`src/core/sdram_seq_pkg.sv`:
```
// Constants, command codes, state type and the mode word for the SDRAM
// init and refresh sequencer. Assumes a single 40 MHz clock.
package sdram_seq_pkg;

    // ----------------------------------------------------------------
    // Timing.
    // ----------------------------------------------------------------
    localparam int CLK_NS = 25;                  // Clock period in ns.
    localparam int REFRESH_NS = 8200;            // Refresh interval, 8.2 us.
    localparam int REFRESH_CYC = REFRESH_NS / CLK_NS; // Longest time, rounded down.
    localparam int GAP_NS = 100;                 // Least spacing between init commands.
    localparam int GAP_CYC = (GAP_NS + CLK_NS - 1) / CLK_NS; // Least time, rounded up.
    localparam int INIT_REFRESHES = 8;           // Auto-refreshes during bring-up.
    localparam int ROWS = 4096;                  // Rows to cover per window.
    localparam int RETENTION_US = 34000;         // Retention window, 34 ms.
    localparam int MARGIN_US = 30000;            // Redundancy kept in the window.
    localparam int CAS_LAT = 3;                  // Read data delay after CAS.
    localparam int PROC_SHIFT = 3;               // SDRAM A0 lands on processor A28.
    // A full sweep of all rows must fit the retention window.
    localparam bit SWEEP_FITS = (ROWS * (REFRESH_NS / 1000)) <= RETENTION_US;

    // ----------------------------------------------------------------
    // Mode register fields.
    // ----------------------------------------------------------------
    localparam logic [1:0] MODE_RSV = 2'h0;      // Reserved pairs, always zero.
    localparam logic [2:0] MODE_CL = 3'h3;       // CAS latency three.
    localparam logic MODE_BT = 1'h0;             // Sequential burst order.
    localparam logic [2:0] MODE_BL = 3'h2;       // Four-beat bursts.

    // ----------------------------------------------------------------
    // Commands as {cs_n, ras_n, cas_n, we_n}.
    // ----------------------------------------------------------------
    localparam logic [3:0] CMD_NOP = 4'h7;
    localparam logic [3:0] CMD_PRE = 4'h2;
    localparam logic [3:0] CMD_REF = 4'h1;
    localparam logic [3:0] CMD_MRS = 4'h0;
    localparam int PRE_ALL_BIT = 10;             // Address bit selecting all banks.

    // ----------------------------------------------------------------
    // Register map, byte offsets, bit positions and reset values.
    // ----------------------------------------------------------------
    localparam logic [3:0] CTRL_OFS = 4'h0;
    localparam logic [3:0] STAT_OFS = 4'h4;
    localparam logic [3:0] RCNT_OFS = 4'h8;
    localparam logic [3:0] MODE_OFS = 4'hc;
    localparam int CTRL_START_BIT = 0;
    localparam int CTRL_WB_BIT = 1;
    localparam int CTRL_REN_BIT = 2;
    localparam int STAT_DONE_BIT = 0;
    localparam int STAT_INIT_BIT = 1;
    localparam int STAT_PEND_LSB = 4;
    localparam int STAT_OVF_BIT = 8;
    localparam logic CTRL_WB_RST = 1'h0;
    localparam logic CTRL_REN_RST = 1'h1;
    localparam logic [3:0] PEND_MAX = 4'hf;

    // Sequencer states.
    typedef enum logic [2:0] {ST_IDLE, ST_PRE, ST_REF, ST_MRS, ST_RUN} seq_state_type;

    // Builds the mode word from the write-burst choice.
    // Mode word fields.
    function automatic logic [11:0] mode_word(input logic wb_single);
        return {MODE_RSV, wb_single, MODE_RSV, MODE_CL, MODE_BT, MODE_BL};
    endfunction

endpackage

```
`src/core/refresh_timer.sv`:
```
// Periodic refresh timer: one tick every refresh interval while run is high.
// Assumes run comes from logic on the same clock.
`timescale 1ns/10ps
module refresh_timer
    import sdram_seq_pkg::*;
(
    input wire logic clk,       // System clock.
    input wire logic sys_rst,   // Synchronous reset, active high.
    input wire logic run,       // Timer counts while high.
    output logic tick           // One-cycle pulse per interval.
);
    localparam int TICK_GAP = REFRESH_CYC; // Cycles between ticks.

    logic [8:0] cnt_reg; // Cycles left until the next tick.

    // -----------------------------------------------------------------
    // Down counter.
    // -----------------------------------------------------------------
    // Interval countdown.
    always_ff @(posedge clk) begin
        if (sys_rst || !run || cnt_reg == 9'h0) begin
            cnt_reg <= 9'(REFRESH_CYC - 1);
        end else begin
            cnt_reg <= cnt_reg - 9'h1;
        end
    end

    assign tick = run && (cnt_reg == 9'h0);

    tick_period_a: assert property (@(posedge clk) disable iff (sys_rst || !run)
        tick |-> ##[TICK_GAP:TICK_GAP] tick)
        else $error("refresh tick spacing wrong");

endmodule

```
`src/core/cas_read_sampler.sv`:
```
// Samples read data a fixed CAS latency after each read column strobe.
// Assumes the SDRAM and the strobe share the system clock.
`timescale 1ns/10ps
module cas_read_sampler
    import sdram_seq_pkg::*;
(
    input wire logic clk,            // System clock.
    input wire logic sys_rst,        // Synchronous reset, active high.
    input wire logic col_rd,         // Read column strobe, one-cycle pulse.
    input wire logic [15:0] dq_in,   // SDRAM data lines.
    output logic [15:0] rd_data,     // Captured read data.
    output logic rd_valid            // One-cycle pulse with rd_data.
);
    logic [CAS_LAT-2:0] dly_reg; // Strobe delay line.

    // -----------------------------------------------------------------
    // Latency delay line and capture.
    // -----------------------------------------------------------------
    // Sample after latency.
    always_ff @(posedge clk) begin
        if (sys_rst) begin
            dly_reg <= '0;
            rd_valid <= 1'b0;
            rd_data <= 16'h0;
        end else begin
            dly_reg <= {dly_reg[CAS_LAT-3:0], col_rd};
            rd_valid <= dly_reg[CAS_LAT-2];
            if (dly_reg[CAS_LAT-2]) begin
                rd_data <= dq_in;
            end
        end
    end

    cas_sample_a: assert property (@(posedge clk) disable iff (sys_rst)
        col_rd |-> ##3 (rd_valid && rd_data == $past(dq_in)))
        else $error("read data not sampled three cycles after strobe");

endmodule

```
`src/core/sdram_init_refresh_sequencer.sv`:
```
// SDRAM bring-up and refresh sequencer with an Avalon-MM register slave.
// Assumes a shared 40 MHz clock with the SDRAM and the bus controller.
//
// Chosen here: the register offsets and the Avalon-MM slave port.
`timescale 1ns/10ps
module sdram_init_refresh_sequencer
    import sdram_seq_pkg::*;
(
    input wire logic clk,                 // System clock.
    input wire logic sys_rst,             // Synchronous reset, active high.
    input wire logic [3:0] avs_address,   // Byte address of the register.
    input wire logic avs_read,            // Read request.
    input wire logic avs_write,           // Write request.
    input wire logic [31:0] avs_writedata, // Write data.
    output logic [31:0] avs_readdata,     // Read data, registered.
    output logic avs_waitrequest,         // Stall while the answer is prepared.
    input wire logic bus_busy,            // A bus transfer is in progress.
    input wire logic col_rd,              // Read column strobe from the access path.
    input wire logic [15:0] dq_in,        // SDRAM data lines.
    output logic sd_cs_n,                 // SDRAM chip select, active low.
    output logic sd_ras_n,                // Row strobe, active low.
    output logic sd_cas_n,                // Column strobe, active low.
    output logic sd_we_n,                 // Write enable, active low.
    output logic [11:0] sd_addr,          // SDRAM address lines.
    output logic [31:0] proc_addr,        // Same address as seen on the processor bus.
    output logic [15:0] rd_data,          // Read data at CAS latency.
    output logic rd_valid,                // Read data valid pulse.
    output logic init_done                // Bring-up finished.
);

    // -----------------------------------------------------------------
    // Declarations.
    // -----------------------------------------------------------------
    seq_state_type state_reg;   // Sequencer state.
    logic [7:0] gap_reg;        // Cycles to wait before the next command.
    logic [3:0] ref_left_reg;   // Bring-up refreshes still to issue.
    logic [3:0] pend_reg;       // Owed periodic refreshes.
    logic ovf_reg;              // Sticky: owed refreshes overflowed.
    logic wb_reg;               // Write-burst choice for the mode word.
    logic ren_reg;              // Periodic refresh enable.
    logic [11:0] mode_reg;      // Mode word last loaded.
    logic [15:0] rcnt_reg;      // Refresh commands issued.
    logic [3:0] cmd_reg;        // Command on the pins.
    logic [11:0] addr_reg;      // Address on the pins.
    logic [31:0] paddr_reg;     // Processor-bus view of the address.
    logic ack_reg;              // Bus answer phase.
    logic [31:0] rdata_reg;     // Read data register.
    logic [3:0] cmd_next;       // Command to issue at the next edge.
    logic [11:0] addr_next;     // Address to issue with it.
    logic can_issue;            // Gap elapsed and bus free.
    logic run_ref;              // Periodic refresh goes out now.
    logic tick;                 // Refresh interval elapsed.
    logic start;                // Software asked for bring-up.
    logic wr_ok;                // A write takes effect this edge.
    logic [31:0] rd_word;       // Selected register for a read.
    logic [3:0] ref_seen_reg;   // Refreshes since the last precharge, for checking.

    // True when the bus address selects the given register.
    function automatic logic hit(input logic [3:0] a, input logic [3:0] ofs);
        return a == ofs;
    endfunction

    // -----------------------------------------------------------------
    // Avalon-MM slave.
    // -----------------------------------------------------------------
    // Every access stalls exactly one cycle; the answer is then registered.
    assign avs_waitrequest = (avs_read || avs_write) && !ack_reg;
    assign wr_ok = avs_write && ack_reg;
    assign start = wr_ok && hit(avs_address, CTRL_OFS) && avs_writedata[CTRL_START_BIT];
    assign avs_readdata = rdata_reg;

    // Read multiplexer; unmapped addresses read as zero.
    always_comb begin
        rd_word = 32'h0;
        if (hit(avs_address, CTRL_OFS)) begin
            rd_word[CTRL_WB_BIT] = wb_reg;
            rd_word[CTRL_REN_BIT] = ren_reg;
        end else if (hit(avs_address, STAT_OFS)) begin
            rd_word[STAT_DONE_BIT] = (state_reg == ST_RUN);
            rd_word[STAT_INIT_BIT] = (state_reg != ST_RUN) && (state_reg != ST_IDLE);
            rd_word[STAT_PEND_LSB +: 4] = pend_reg;
            rd_word[STAT_OVF_BIT] = ovf_reg;
        end else if (hit(avs_address, RCNT_OFS)) begin
            rd_word[15:0] = rcnt_reg;
        end else if (hit(avs_address, MODE_OFS)) begin
            rd_word[11:0] = mode_reg;
        end
    end

    // Answer phase and read capture.
    always_ff @(posedge clk) begin
        if (sys_rst) begin
            ack_reg <= 1'b0;
            rdata_reg <= 32'h0;
        end else begin
            ack_reg <= (avs_read || avs_write) && !ack_reg;
            if (avs_read && !ack_reg) begin
                rdata_reg <= rd_word;
            end
        end
    end

    // -----------------------------------------------------------------
    // Control settings.
    // -----------------------------------------------------------------
    // The write-burst choice is only taken into the SDRAM at mode set, so
    // software must settle it before asking for bring-up.
    // Settings precede mode set.
    always_ff @(posedge clk) begin
        if (sys_rst) begin
            wb_reg <= CTRL_WB_RST;
            ren_reg <= CTRL_REN_RST;
        end else if (wr_ok && hit(avs_address, CTRL_OFS)) begin
            wb_reg <= avs_writedata[CTRL_WB_BIT];
            ren_reg <= avs_writedata[CTRL_REN_BIT];
        end
    end

    // -----------------------------------------------------------------
    // Command selection.
    // -----------------------------------------------------------------
    assign can_issue = (gap_reg == 8'h0) && !bus_busy;
    assign run_ref = (state_reg == ST_RUN) && ren_reg && (pend_reg != 4'h0) && can_issue;

    // Decides the command for the next edge from the current state.
    always_comb begin
        cmd_next = CMD_NOP;
        addr_next = 12'h0;
        case (state_reg)
            ST_PRE: begin
                if (can_issue) begin
                    cmd_next = CMD_PRE;
                    addr_next[PRE_ALL_BIT] = 1'b1;
                end
            end
            ST_REF: begin
                if (can_issue) begin
                    cmd_next = CMD_REF;
                end
            end
            ST_MRS: begin
                if (can_issue) begin
                    cmd_next = CMD_MRS;
                    addr_next = mode_word(wb_reg);
                end
            end
            ST_RUN: begin
                if (run_ref) begin
                    cmd_next = CMD_REF;
                end
            end
            default: begin
                cmd_next = CMD_NOP;
            end
        endcase
    end

    // -----------------------------------------------------------------
    // Bring-up sequence.
    // -----------------------------------------------------------------
    // Strict bring-up order.
    always_ff @(posedge clk) begin
        if (sys_rst) begin
            state_reg <= ST_IDLE;
            ref_left_reg <= 4'h0;
        end else begin
            case (state_reg)
                ST_IDLE: begin
                    if (start) begin
                        state_reg <= ST_PRE;
                    end
                end
                ST_PRE: begin
                    if (can_issue) begin
                        state_reg <= ST_REF;
                        ref_left_reg <= 4'(INIT_REFRESHES);
                    end
                end
                ST_REF: begin
                    if (can_issue) begin
                        ref_left_reg <= ref_left_reg - 4'h1;
                        if (ref_left_reg == 4'h1) begin
                            state_reg <= ST_MRS;
                        end
                    end
                end
                ST_MRS: begin
                    if (can_issue) begin
                        state_reg <= ST_RUN;
                    end
                end
                ST_RUN: begin
                    // A new start re-runs the whole bring-up.
                    if (start) begin
                        state_reg <= ST_PRE;
                    end
                end
                default: begin
                    state_reg <= ST_IDLE;
                end
            endcase
        end
    end

    // Spacing between commands.
    always_ff @(posedge clk) begin
        if (sys_rst) begin
            gap_reg <= 8'h0;
        end else if (cmd_next != CMD_NOP) begin
            gap_reg <= 8'(GAP_CYC - 1);
        end else if (gap_reg != 8'h0) begin
            gap_reg <= gap_reg - 8'h1;
        end
    end

    // -----------------------------------------------------------------
    // Periodic refresh bookkeeping.
    // -----------------------------------------------------------------
    refresh_timer timer_u (
        .clk(clk),
        .sys_rst(sys_rst),
        .run((state_reg == ST_RUN) && ren_reg),
        .tick(tick)
    );

    // Owed refreshes accumulate while the bus is busy, so late commands
    // catch up in a burst; the sweep of all rows takes just under the
    // retention window, about 33.6 ms of 34 ms, which is the slack this depends on.
    // Owed refresh catch-up.
    always_ff @(posedge clk) begin
        if (sys_rst || state_reg != ST_RUN) begin
            pend_reg <= 4'h0;
        end else if (tick && !run_ref && pend_reg != PEND_MAX) begin
            pend_reg <= pend_reg + 4'h1;
        end else if (!tick && run_ref) begin
            pend_reg <= pend_reg - 4'h1;
        end
    end

    // Overflow is sticky; a set in the clearing cycle wins.
    always_ff @(posedge clk) begin
        if (sys_rst) begin
            ovf_reg <= 1'b0;
        end else if (tick && !run_ref && pend_reg == PEND_MAX) begin
            ovf_reg <= 1'b1;
        end else if (wr_ok && hit(avs_address, STAT_OFS) && avs_writedata[STAT_OVF_BIT]) begin
            ovf_reg <= 1'b0;
        end
    end

    // Count of refresh commands, bring-up ones included.
    always_ff @(posedge clk) begin
        if (sys_rst) begin
            rcnt_reg <= 16'h0;
        end else if (cmd_next == CMD_REF) begin
            rcnt_reg <= rcnt_reg + 16'h1;
        end
    end

    // -----------------------------------------------------------------
    // SDRAM pins.
    // -----------------------------------------------------------------
    // Processor-bus address shift.
    always_ff @(posedge clk) begin
        if (sys_rst) begin
            cmd_reg <= CMD_NOP;
            addr_reg <= 12'h0;
            paddr_reg <= 32'h0;
        end else begin
            cmd_reg <= cmd_next;
            addr_reg <= addr_next;
            paddr_reg <= {17'h0, addr_next, 3'h0};
        end
    end

    // Mode word kept for readback.
    always_ff @(posedge clk) begin
        if (sys_rst) begin
            mode_reg <= 12'h0;
        end else if (cmd_next == CMD_MRS) begin
            mode_reg <= addr_next;
        end
    end

    assign {sd_cs_n, sd_ras_n, sd_cas_n, sd_we_n} = cmd_reg;
    assign sd_addr = addr_reg;
    assign proc_addr = paddr_reg;
    assign init_done = (state_reg == ST_RUN);

    cas_read_sampler sampler_u (
        .clk(clk),
        .sys_rst(sys_rst),
        .col_rd(col_rd),
        .dq_in(dq_in),
        .rd_data(rd_data),
        .rd_valid(rd_valid)
    );

    // -----------------------------------------------------------------
    // Checks.
    // -----------------------------------------------------------------
    // Refreshes seen on the pins since the last precharge.
    always_ff @(posedge clk) begin
        if (sys_rst || cmd_reg == CMD_PRE) begin
            ref_seen_reg <= 4'h0;
        end else if (cmd_reg == CMD_REF && ref_seen_reg != 4'hf) begin
            ref_seen_reg <= ref_seen_reg + 4'h1;
        end
    end

    init_order_a: assert property (@(posedge clk) disable iff (sys_rst)
        cmd_reg == CMD_MRS |-> ref_seen_reg == 4'(INIT_REFRESHES))
        else $error("mode set not preceded by eight refreshes");
    mode_addr_a: assert property (@(posedge clk) disable iff (sys_rst)
        cmd_reg == CMD_MRS |-> sd_addr == mode_reg && mode_reg == {2'h0, $past(wb_reg), 9'h32})
        else $error("mode word not on address lines");
    reserved_zero_a: assert property (@(posedge clk) disable iff (sys_rst)
        cmd_reg == CMD_MRS |-> {sd_addr[11:10], sd_addr[8:7]} == 4'h0)
        else $error("reserved mode bits not zero");
    wb_select_a: assert property (@(posedge clk) disable iff (sys_rst)
        cmd_reg == CMD_MRS |-> sd_addr[9] == $past(wb_reg))
        else $error("write-burst bit wrong");
    cas_field_a: assert property (@(posedge clk) disable iff (sys_rst)
        cmd_reg == CMD_MRS |-> sd_addr[6:4] == 3'h3)
        else $error("CAS latency field wrong");
    burst_field_a: assert property (@(posedge clk) disable iff (sys_rst)
        cmd_reg == CMD_MRS |-> sd_addr[3:0] == 4'h2)
        else $error("burst fields wrong");
    proc_shift_a: assert property (@(posedge clk) disable iff (sys_rst)
        cmd_reg == CMD_MRS |-> proc_addr[14:3] == mode_reg && proc_addr[2:0] == 3'h0)
        else $error("processor address shift wrong");
    pend_issue_a: assert property (@(posedge clk) disable iff (sys_rst)
        run_ref |=> cmd_reg == CMD_REF && $past(pend_reg) != 4'h0)
        else $error("pending refresh not issued");
    busy_hold_a: assert property (@(posedge clk) disable iff (sys_rst)
        $rose(cmd_reg == CMD_REF) |-> !$past(bus_busy))
        else $error("refresh issued during busy bus");

endmodule

```
`config.mk`:
```
export PLATFORM = sky130hd
export DESIGN_NAME = sdram_init_refresh_sequencer
export DESIGN_NICKNAME = d
export VERILOG_FILES = /design/src/core/sdram_seq_pkg.sv /design/src/core/refresh_timer.sv /design/src/core/cas_read_sampler.sv /design/src/core/sdram_init_refresh_sequencer.sv
export SDC_FILE = /design/constraint.sdc
export NUM_CORES = 1
export LEC_CHECK = 0
export BUFFER_PORTS_ARGS = -buffer_cell sky130_fd_sc_hd__buf_2
export CORE_MARGIN = 4
export CORE_UTILIZATION = 49
export DETAILED_ROUTE_END_ITERATION = 10
export GPL_TIMING_DRIVEN = 0
export MAX_ROUTING_LAYER = met4
export PLACE_DENSITY = 0.87
export SLEW_MARGIN = 10
export SYNTH_ARGS = -nofsm -noshare
export SYNTH_HDL_FRONTEND = slang
export SYNTH_HIERARCHICAL = 1
export SYNTH_SLANG_ARGS = --single-unit
```
`constraint.sdc`:
```
create_clock -name clk -period 7.16 [get_ports clk]
set_clock_uncertainty 0.2 [all_clocks]
set_input_delay 2.148 -clock clk [delete_from_list [all_inputs] [get_ports clk]]
set_output_delay 2.148 -clock clk [all_outputs]
set_load 0.005 [all_outputs]
```
==> impl_metrics.json, run 1 <==
{
  "status": "finished clean",
  "ys_warn_count": 6,
  "finalMaxSlewViolations": 0,
  "io_pins": 157,
  "cts_hold_buf": 0,
  "nets": 731,
  "synth_cell_type_count": 57,
  "synthTopCellsByCount": "92 x dfxtp_1, 58 x buf_4, 53 x nor2_1, 36 x nand2_1, 27 x a21oi_1",
  "max_slew.worst_pin.slew_ns": 1.024,
  "synth_mux_area_frac": 0.09220,
  "rrSetupSlack_ns": 4.04,
  "total_power_mw": 1.178,
  "rows": 35,
  "hold_violations": 0,
  "cts_tree": "done",
  "clock_latency_ns": 0.37,
  "synth_ff_type": "dfxtp_1",
  "crit_required_ns": 4.81,
  "drt_wl_total_microns": 11060,
  "rsz0062_at_grt": "false",
  "dieArea_sq_mm": 0.01115,
  "crit_path_max_incr_delay_ns": 0.14,
  "slowest_stage": "nor2_1",
  "wl_per_cell_microns": 13.84,
  "cts.htree.levels": 3,
  "gp_congestion": 0.9225,
  "drtPass1Iterations": 5,
  "power.density_mw_per_mm2": 210.6,
  "timing.slew.headroom": 0.3076,
  "synth.area.top_cells": "dfxtp_1 39%, buf_4 9.3%, mux2i_1 5.4%",
  "initial_utilization": 0.5052,
  "synth_xor_area_frac": 0.01689,
  "clock-root-buffer": "clkbuf_8",
  "hpwl_microns": 8345,
  "finalCriticalPeriod_ns": 4.926,
  "setup_violations": 0,
  "die_y_microns": 105.6,
  "cp_cell_sequence": "buf_2 > nor2_1 > nor2_1 > buf_2",
  "drcViolationCount": 0,
  "clk_pin_slew_ns": 0.09,
  "finalCritPeriodShare": 0.6880,
  "whs_ns": 0.2074,
  "arrival_ns": 2.58,
  "ys_seq_area_frac": 0.3945,
  "postCtsSetupBuffers": 0,
  "grt_pass1_vias": 3894,
  "synthesis.area_sq_mm": 0.004668,
  "yosys.area_share.simple": 0.2420,
  "clock-sinks": 92,
  "drive_above_1_share": 0.2706,
  "critPathLaunchType": "primary input",
  "grt_overflow": 0,
  "core_sq_mm": 0.009240,
  "portBuffers": 75,
  "drv_cap": 0,
  "hold_class": "reg -> reg",
  "leakagePower_nw": 2.458,
  "grt_max_degree": 17,
  "cp-end-kind": "output port",
  "vdd_ir_drop_max_mv": 0.1250,
  "synth_top_area_share": 0.3945,
  "synthArstFlopShare": 0,
  "vias": 4046,
  "synthToLayoutAreaGrowth_pct": 19.83,
  "ys_seq_elements": 92,
  "synth_top_family_by_area": "simple AND/OR/NAND/NOR gates",
  "cp_top_family": "buffers and inverters",
  "clock_path_buffers": 2,
  "critPathMaxFanout": 4,
  "synth-edff-count": 0,
  "grt.total_usage": 0.2029,
  "maxClockFrequency_mhz": 203.0,
  "synth_most_common_cell": "dfxtp_1",
  "vias_per_cell": 5.064,
  "grt_first_pass_wirelength_microns": 18240,
  "antenna_found_initial": 1,
  "cts_buffers": 9,
  "fill_cells": 747,
  "yosysTopAreaCell": "dfxtp_1",
  "ctsResizeCount": 0,
  "die_w_microns": 105.6,
  "netlist_instances": 528,
  "syn_area_per_cell_sq_um": 8.841,
  "synthAdderAreaFrac": 0.02573,
  "drtIter0Drc": 235,
  "final_antenna_net_count": 0,
  "path_class": "in -> out",
  "synth_compound_area_frac": 0.09327,
  "crit_buf_inv": 2,
  "setup_tns_ns": 0
}
## worst register-to-register path: stages (launching register included)
cell      delay, ns
dfxtp_1        0.37
or4_1          0.52
buf_2          0.17
nor4_1         0.21
and2_1         0.20
inv_1          0.08
nor2_1         0.14
nand2_1        0.13
ha_1           0.35
a21oi_1        0.20
a211oi_1       0.10
mux2i_1        0.19
mux2i_1        0.20
## through the flow
| stage | instance area (sq um) | utilization | std cells | setup WS (ns) |
|---|---|---|---|---|
| final | 5594 | 0.6054 | 799 | 2.234 |
| after floorplan | 4856 | - | 578 | 2.494 |
| after global routing | 5594 | 0.6054 | 799 | 2.182 |
| after global placement | 5393 | 0.5836 | 782 | 2.244 |
| after CTS | 5592 | 0.6051 | 798 | 2.235 |
| after detailed placement | 5393 | 0.5836 | 782 | 2.234 |
## cell usage in the layout, fill, tap and decap left out, drive strengths merged, types with 13 or more instances in the layout
| cell | netlist | routed |
|---|---|---|
| inv | 14 | 16 |
| nor2 | 53 | 53 |
| nand2 | 36 | 36 |
| nor2b | 21 | 21 |
| conb | 1 | 51 |
| nor3 | 13 | 13 |
| clkbuf | 21 | 31 |
| buf | 64 | 139 |
| dfxtp | 92 | 92 |
| nand3 | 18 | 18 |
| mux2 | 16 | 16 |
| a21oi | 27 | 27 |
| mux2i | 25 | 25 |
## metal layers
metal / part of all wire / wire length [microns] / track usage / vias to the layer above
li1: - / - / - / 2003
met1: 0.41 / 4526 / 0.2336 / 1846
met2: 0.50 / 5480 / 0.3538 / 174
met3: 0.080 / 879 / 0.04593 / 23
met4: 0.015 / 169 / 0.05920 / 0
met5: 0 / 0 / - / -
## cell families (layout without fill, tap and decap cells)
group / Yosys count / count (layout)
AND/OR/NAND/NOR: 210 / 210
buffers and inverters: 100 / 191
flip-flops: 92 / 92
AO/OA/AOI/OAI: 66 / 66
multiplexers: 41 / 41
adder cells (fa/ha/maj): 9 / 9
XOR/XNOR: 9 / 9
other: 1 / 52
## where the power goes
| group | total [mW] | switching, mW | leakage, nW | internal (mW) |
|---|---|---|---|---|
| sequential | 0.567 | 0.0290 | 0.746 | 0.538 |
| combinational | 0.252 | 0.140 | 1.62 | 0.112 |
| clock | 0.360 | 0.195 | 0.0935 | 0.165 |
| total | 1.18 | 0.363 | 2.46 | 0.815 |
## final timing paths
path	from	endpoint	depth (start not counted)
setup reg to reg	timer_u/cnt_reg[3]	pend_reg[3]	12
hold / removal	timer_u/cnt_reg[0]	timer_u/cnt_reg[0]	1
hold reg to reg	timer_u/cnt_reg[0]	timer_u/cnt_reg[0]	1
setup / recovery	avs_read	avs_waitrequest	4
## final cells by class
| class | count | area [sq um] | share of cell area |
|---|---|---|---|
| plain buffers | 86 | 575.6 | 0.1029 |
| flip-flops and latches | 92 | 1842 | 0.3292 |
| repair buffers | 75 | 375.4 | 0.06710 |
| multi-input cells | 386 | 2386 | 0.4265 |
| well taps | 129 | 161.4 | 0.02885 |
| diodes | 1 | 2.502 | 0.0004473 |
| clock buffers | 10 | 127.6 | 0.02281 |
| inverters | 14 | 52.55 | 0.009394 |
| clock inverters | 6 | 71.32 | 0.01275 |
(Power assumes the default switching activity.)
==> inputs of run 2 (changes only) <==
Settings changed: ABC_AREA set to 1, CORE_UTILIZATION 49 to 46, PLACE_DENSITY 0.87 to 0.85.
Clock period 7.16 ns to 4 ns, I/O delays scaled along.
==> run 2 against run 1 <==
  * Via count grew 11%
  * Sequential power grew 82%
  * Die area grew 11%
  * Total power grew 90%
  * Clock power grew 85%
  * Synthesized area grew 5.3%
  * Worst hold slack gained 0.013 ns
  * Routed wire length grew 0.28%
  * Synthesized cell count grew 32%
  * Worst setup slack lost 1.3 ns
  * Global-route usage shrank 2.1 points
  * Sequential share of layout area shrank 1.5 points
==> impl_metrics.json, run 2 <==
{
  "io_pins": 157,
  "total_power_mw": 2.244,
  "cts_tree": "done",
  "core_sq_mm": 0.01037,
  "final_common_cell": "nand2_1",
  "wl_per_cell_microns": 11.34,
  "setup_tns_ns": 0,
  "setup_violations": 0,
  "synthArstFlopShare": 0,
  "diodes": 0,
  "synth_ff_type": "dfxtp_1",
  "synthToLayoutAreaGrowth_pct": 19.37,
  "timing.slew.headroom": 0.6094,
  "drt_wl_total_microns": 11090,
  "syn_area_per_cell_sq_um": 7.033,
  "finalCritPeriodShare": 0.7606,
  "multi_input_area_sq_mm": 0.002292,
  "vdd_ir_drop_max_mv": 0.1916,
  "critPathMaxFanout": 2,
  "drcViolationCount": 0,
  "final_cell_mix": "138 x nand2_1, 108 x nor2_1, 93 x inv_1",
  "hold_depth": 1,
  "antenna_found_initial": 0,
  "ys_warn_count": 6,
  "maxClockFrequency_mhz": 328.7,
  "grt_overflow": 0,
  "cts_buffers": 9,
  "yosysTopAreaCell": "dfxtp_1",
  "utilization": 0.5659,
  "synth_top_area_share": 0.3747,
  "gp_congestion": 0.9200,
  "portBuffers": 77,
  "initial_utilization": 0.4741,
  "clk_pin_slew_ns": 0.10,
  "drive_above_1_share": 0.2423,
  "clock_path_buffers": 2,
  "finalMaxSlewViolations": 0,
  "nets": 904,
  "drv_cap": 0,
  "synth.area.top_cells": "dfxtp_1 37%, nand2_1 11%, buf_4 8.9%",
  "power.density_mw_per_mm2": 382.4,
  "die_y_microns": 111.4,
  "ys_seq_elements": 92,
  "hold_class": "reg -> reg",
  "clock_latency_ns": 0.36,
  "path_class": "in -> out",
  "worst-r2r-cell-count": 14,
  "grt_pass1_vias": 3931,
  "crit_required_ns": 2.60,
  "critPathLaunchType": "primary input",
  "design_area_sq_mm": 0.005868,
  "drtIter0Drc": 311,
  "vias": 4473,
  "clock-sinks": 92,
  "synth-edff-count": 0,
  "drtPass1Iterations": 5,
  "rsz0062_at_grt": "false",
  "grt.total_usage": 0.1816,
  "postCtsSetupBuffers": 0,
  "cts_hold_buf": 0,
  "fill_cells": 983,
  "status": "finished clean",
  "hold_violations": 0,
  "cp-end-kind": "output port",
  "netlist_instances": 699,
  "ctsResizeCount": 0,
  "place_area_sq_mm": 0.005659,
  "finalCriticalPeriod_ns": 3.042,
  "grt_first_pass_wirelength_microns": 18330,
  "synthTopCellsByCount": "138 x nand2_1, 108 x nor2_1, 93 x inv_1, 92 x dfxtp_1, 58 x buf_4",
  "ys_seq_area_frac": 0.3747,
  "grt_max_degree": 17,
  "leakagePower_nw": 2.920,
  "die_w_microns": 111.4,
  "rows": 37,
  "synth_cell_type_count": 41,
  "max_slew.worst_pin.slew_ns": 0.5858,
  "vias_per_cell": 4.574,
  "arrival_ns": 1.64,
  "clock-root-buffer": "clkbuf_8",
  "synth_most_common_cell": "nand2_1",
  "hpwl_microns": 8489,
  "seq_area_sq_mm": 0.001842,
  "final_antenna_net_count": 0,
  "synthesis.area_sq_mm": 0.004916,
  "cts.htree.levels": 3,
  "dieArea_sq_mm": 0.01240
}
run 2: cell types whose count changed after synthesis, sizes merged, moves of 16 or more:
cell / delta
inv: +91
mux2: -16
mux2i: -25
nand2: +109
nor2: +67
nor2b: -21
o21ai: +22
run 2: cell type report:
cell class                 instances  area share
clock buffer                      10     0.02345
multi-input combinational        475      0.3906
tap                              136     0.02900
clock inverter                     6     0.01215
inverter                         107     0.06844
timing repair buffer              77     0.06567
sequential                        92      0.3139
buffer                            75     0.09680
run 2: final timing paths:
| path | end | startpoint | slack [ns] |
|---|---|---|---|
| setup reg to reg | pend_reg[3] | timer_u/cnt_reg[0] | 1.05 |
| hold reg to reg | timer_u/cnt_reg[0] | timer_u/cnt_reg[0] | 0.22 |
| setup / recovery | avs_waitrequest | avs_read | 0.96 |
| hold / removal | timer_u/cnt_reg[0] | timer_u/cnt_reg[0] | 0.22 |
run 2: per-stage QoR:
stage / hold slack (ns) / cells / worst slack [ns]
2_1_floorplan: 0.1820 / 749 / 1.199
3_3_place_gp: 0.1918 / 962 / 0.9512
3_5_place_dp: 0.1954 / 962 / 0.9231
4_1_cts: 0.2201 / 978 / 0.9533
5_1_grt: 0.2367 / 978 / 0.7965
6_report: 0.2199 / 978 / 0.9576
run 2: report_power, final:
group	leakage, nW	internal [mW]	switching [mW]
logic	2.07	0.217	0.331
clock network	0.0995	0.312	0.355
registers	0.748	0.983	0.0462
total	2.92	1.51	0.732
run 2: layer usage:
metal | track usage | wire, microns | vias up
met5 | - | 0 | -
li1 | - | - | 2344
met2 | 0.2823 | 5115 | 178
met3 | 0.03696 | 782 | 18
met1 | 0.2385 | 5002 | 1933
met4 | 0.05758 | 186 | 0
run 2: critical path, cell delays in order:
cell and delay [ns]:
buf_2 0.11, nor2_1 0.14, nor2_1 0.06, buf_2 0.13
run 2: cell families after synthesis:
group | Yosys count | synth area share
xor gates and xnor gates | 9 | 0.01604
and+or+nand+nor | 331 | 0.3008
AOI/OAI and AO/OA | 75 | 0.08603
adders and majority gates | 9 | 0.02443
DFF | 92 | 0.3747
other | 1 | 0.0007628
buffers and inverters | 182 | 0.1972
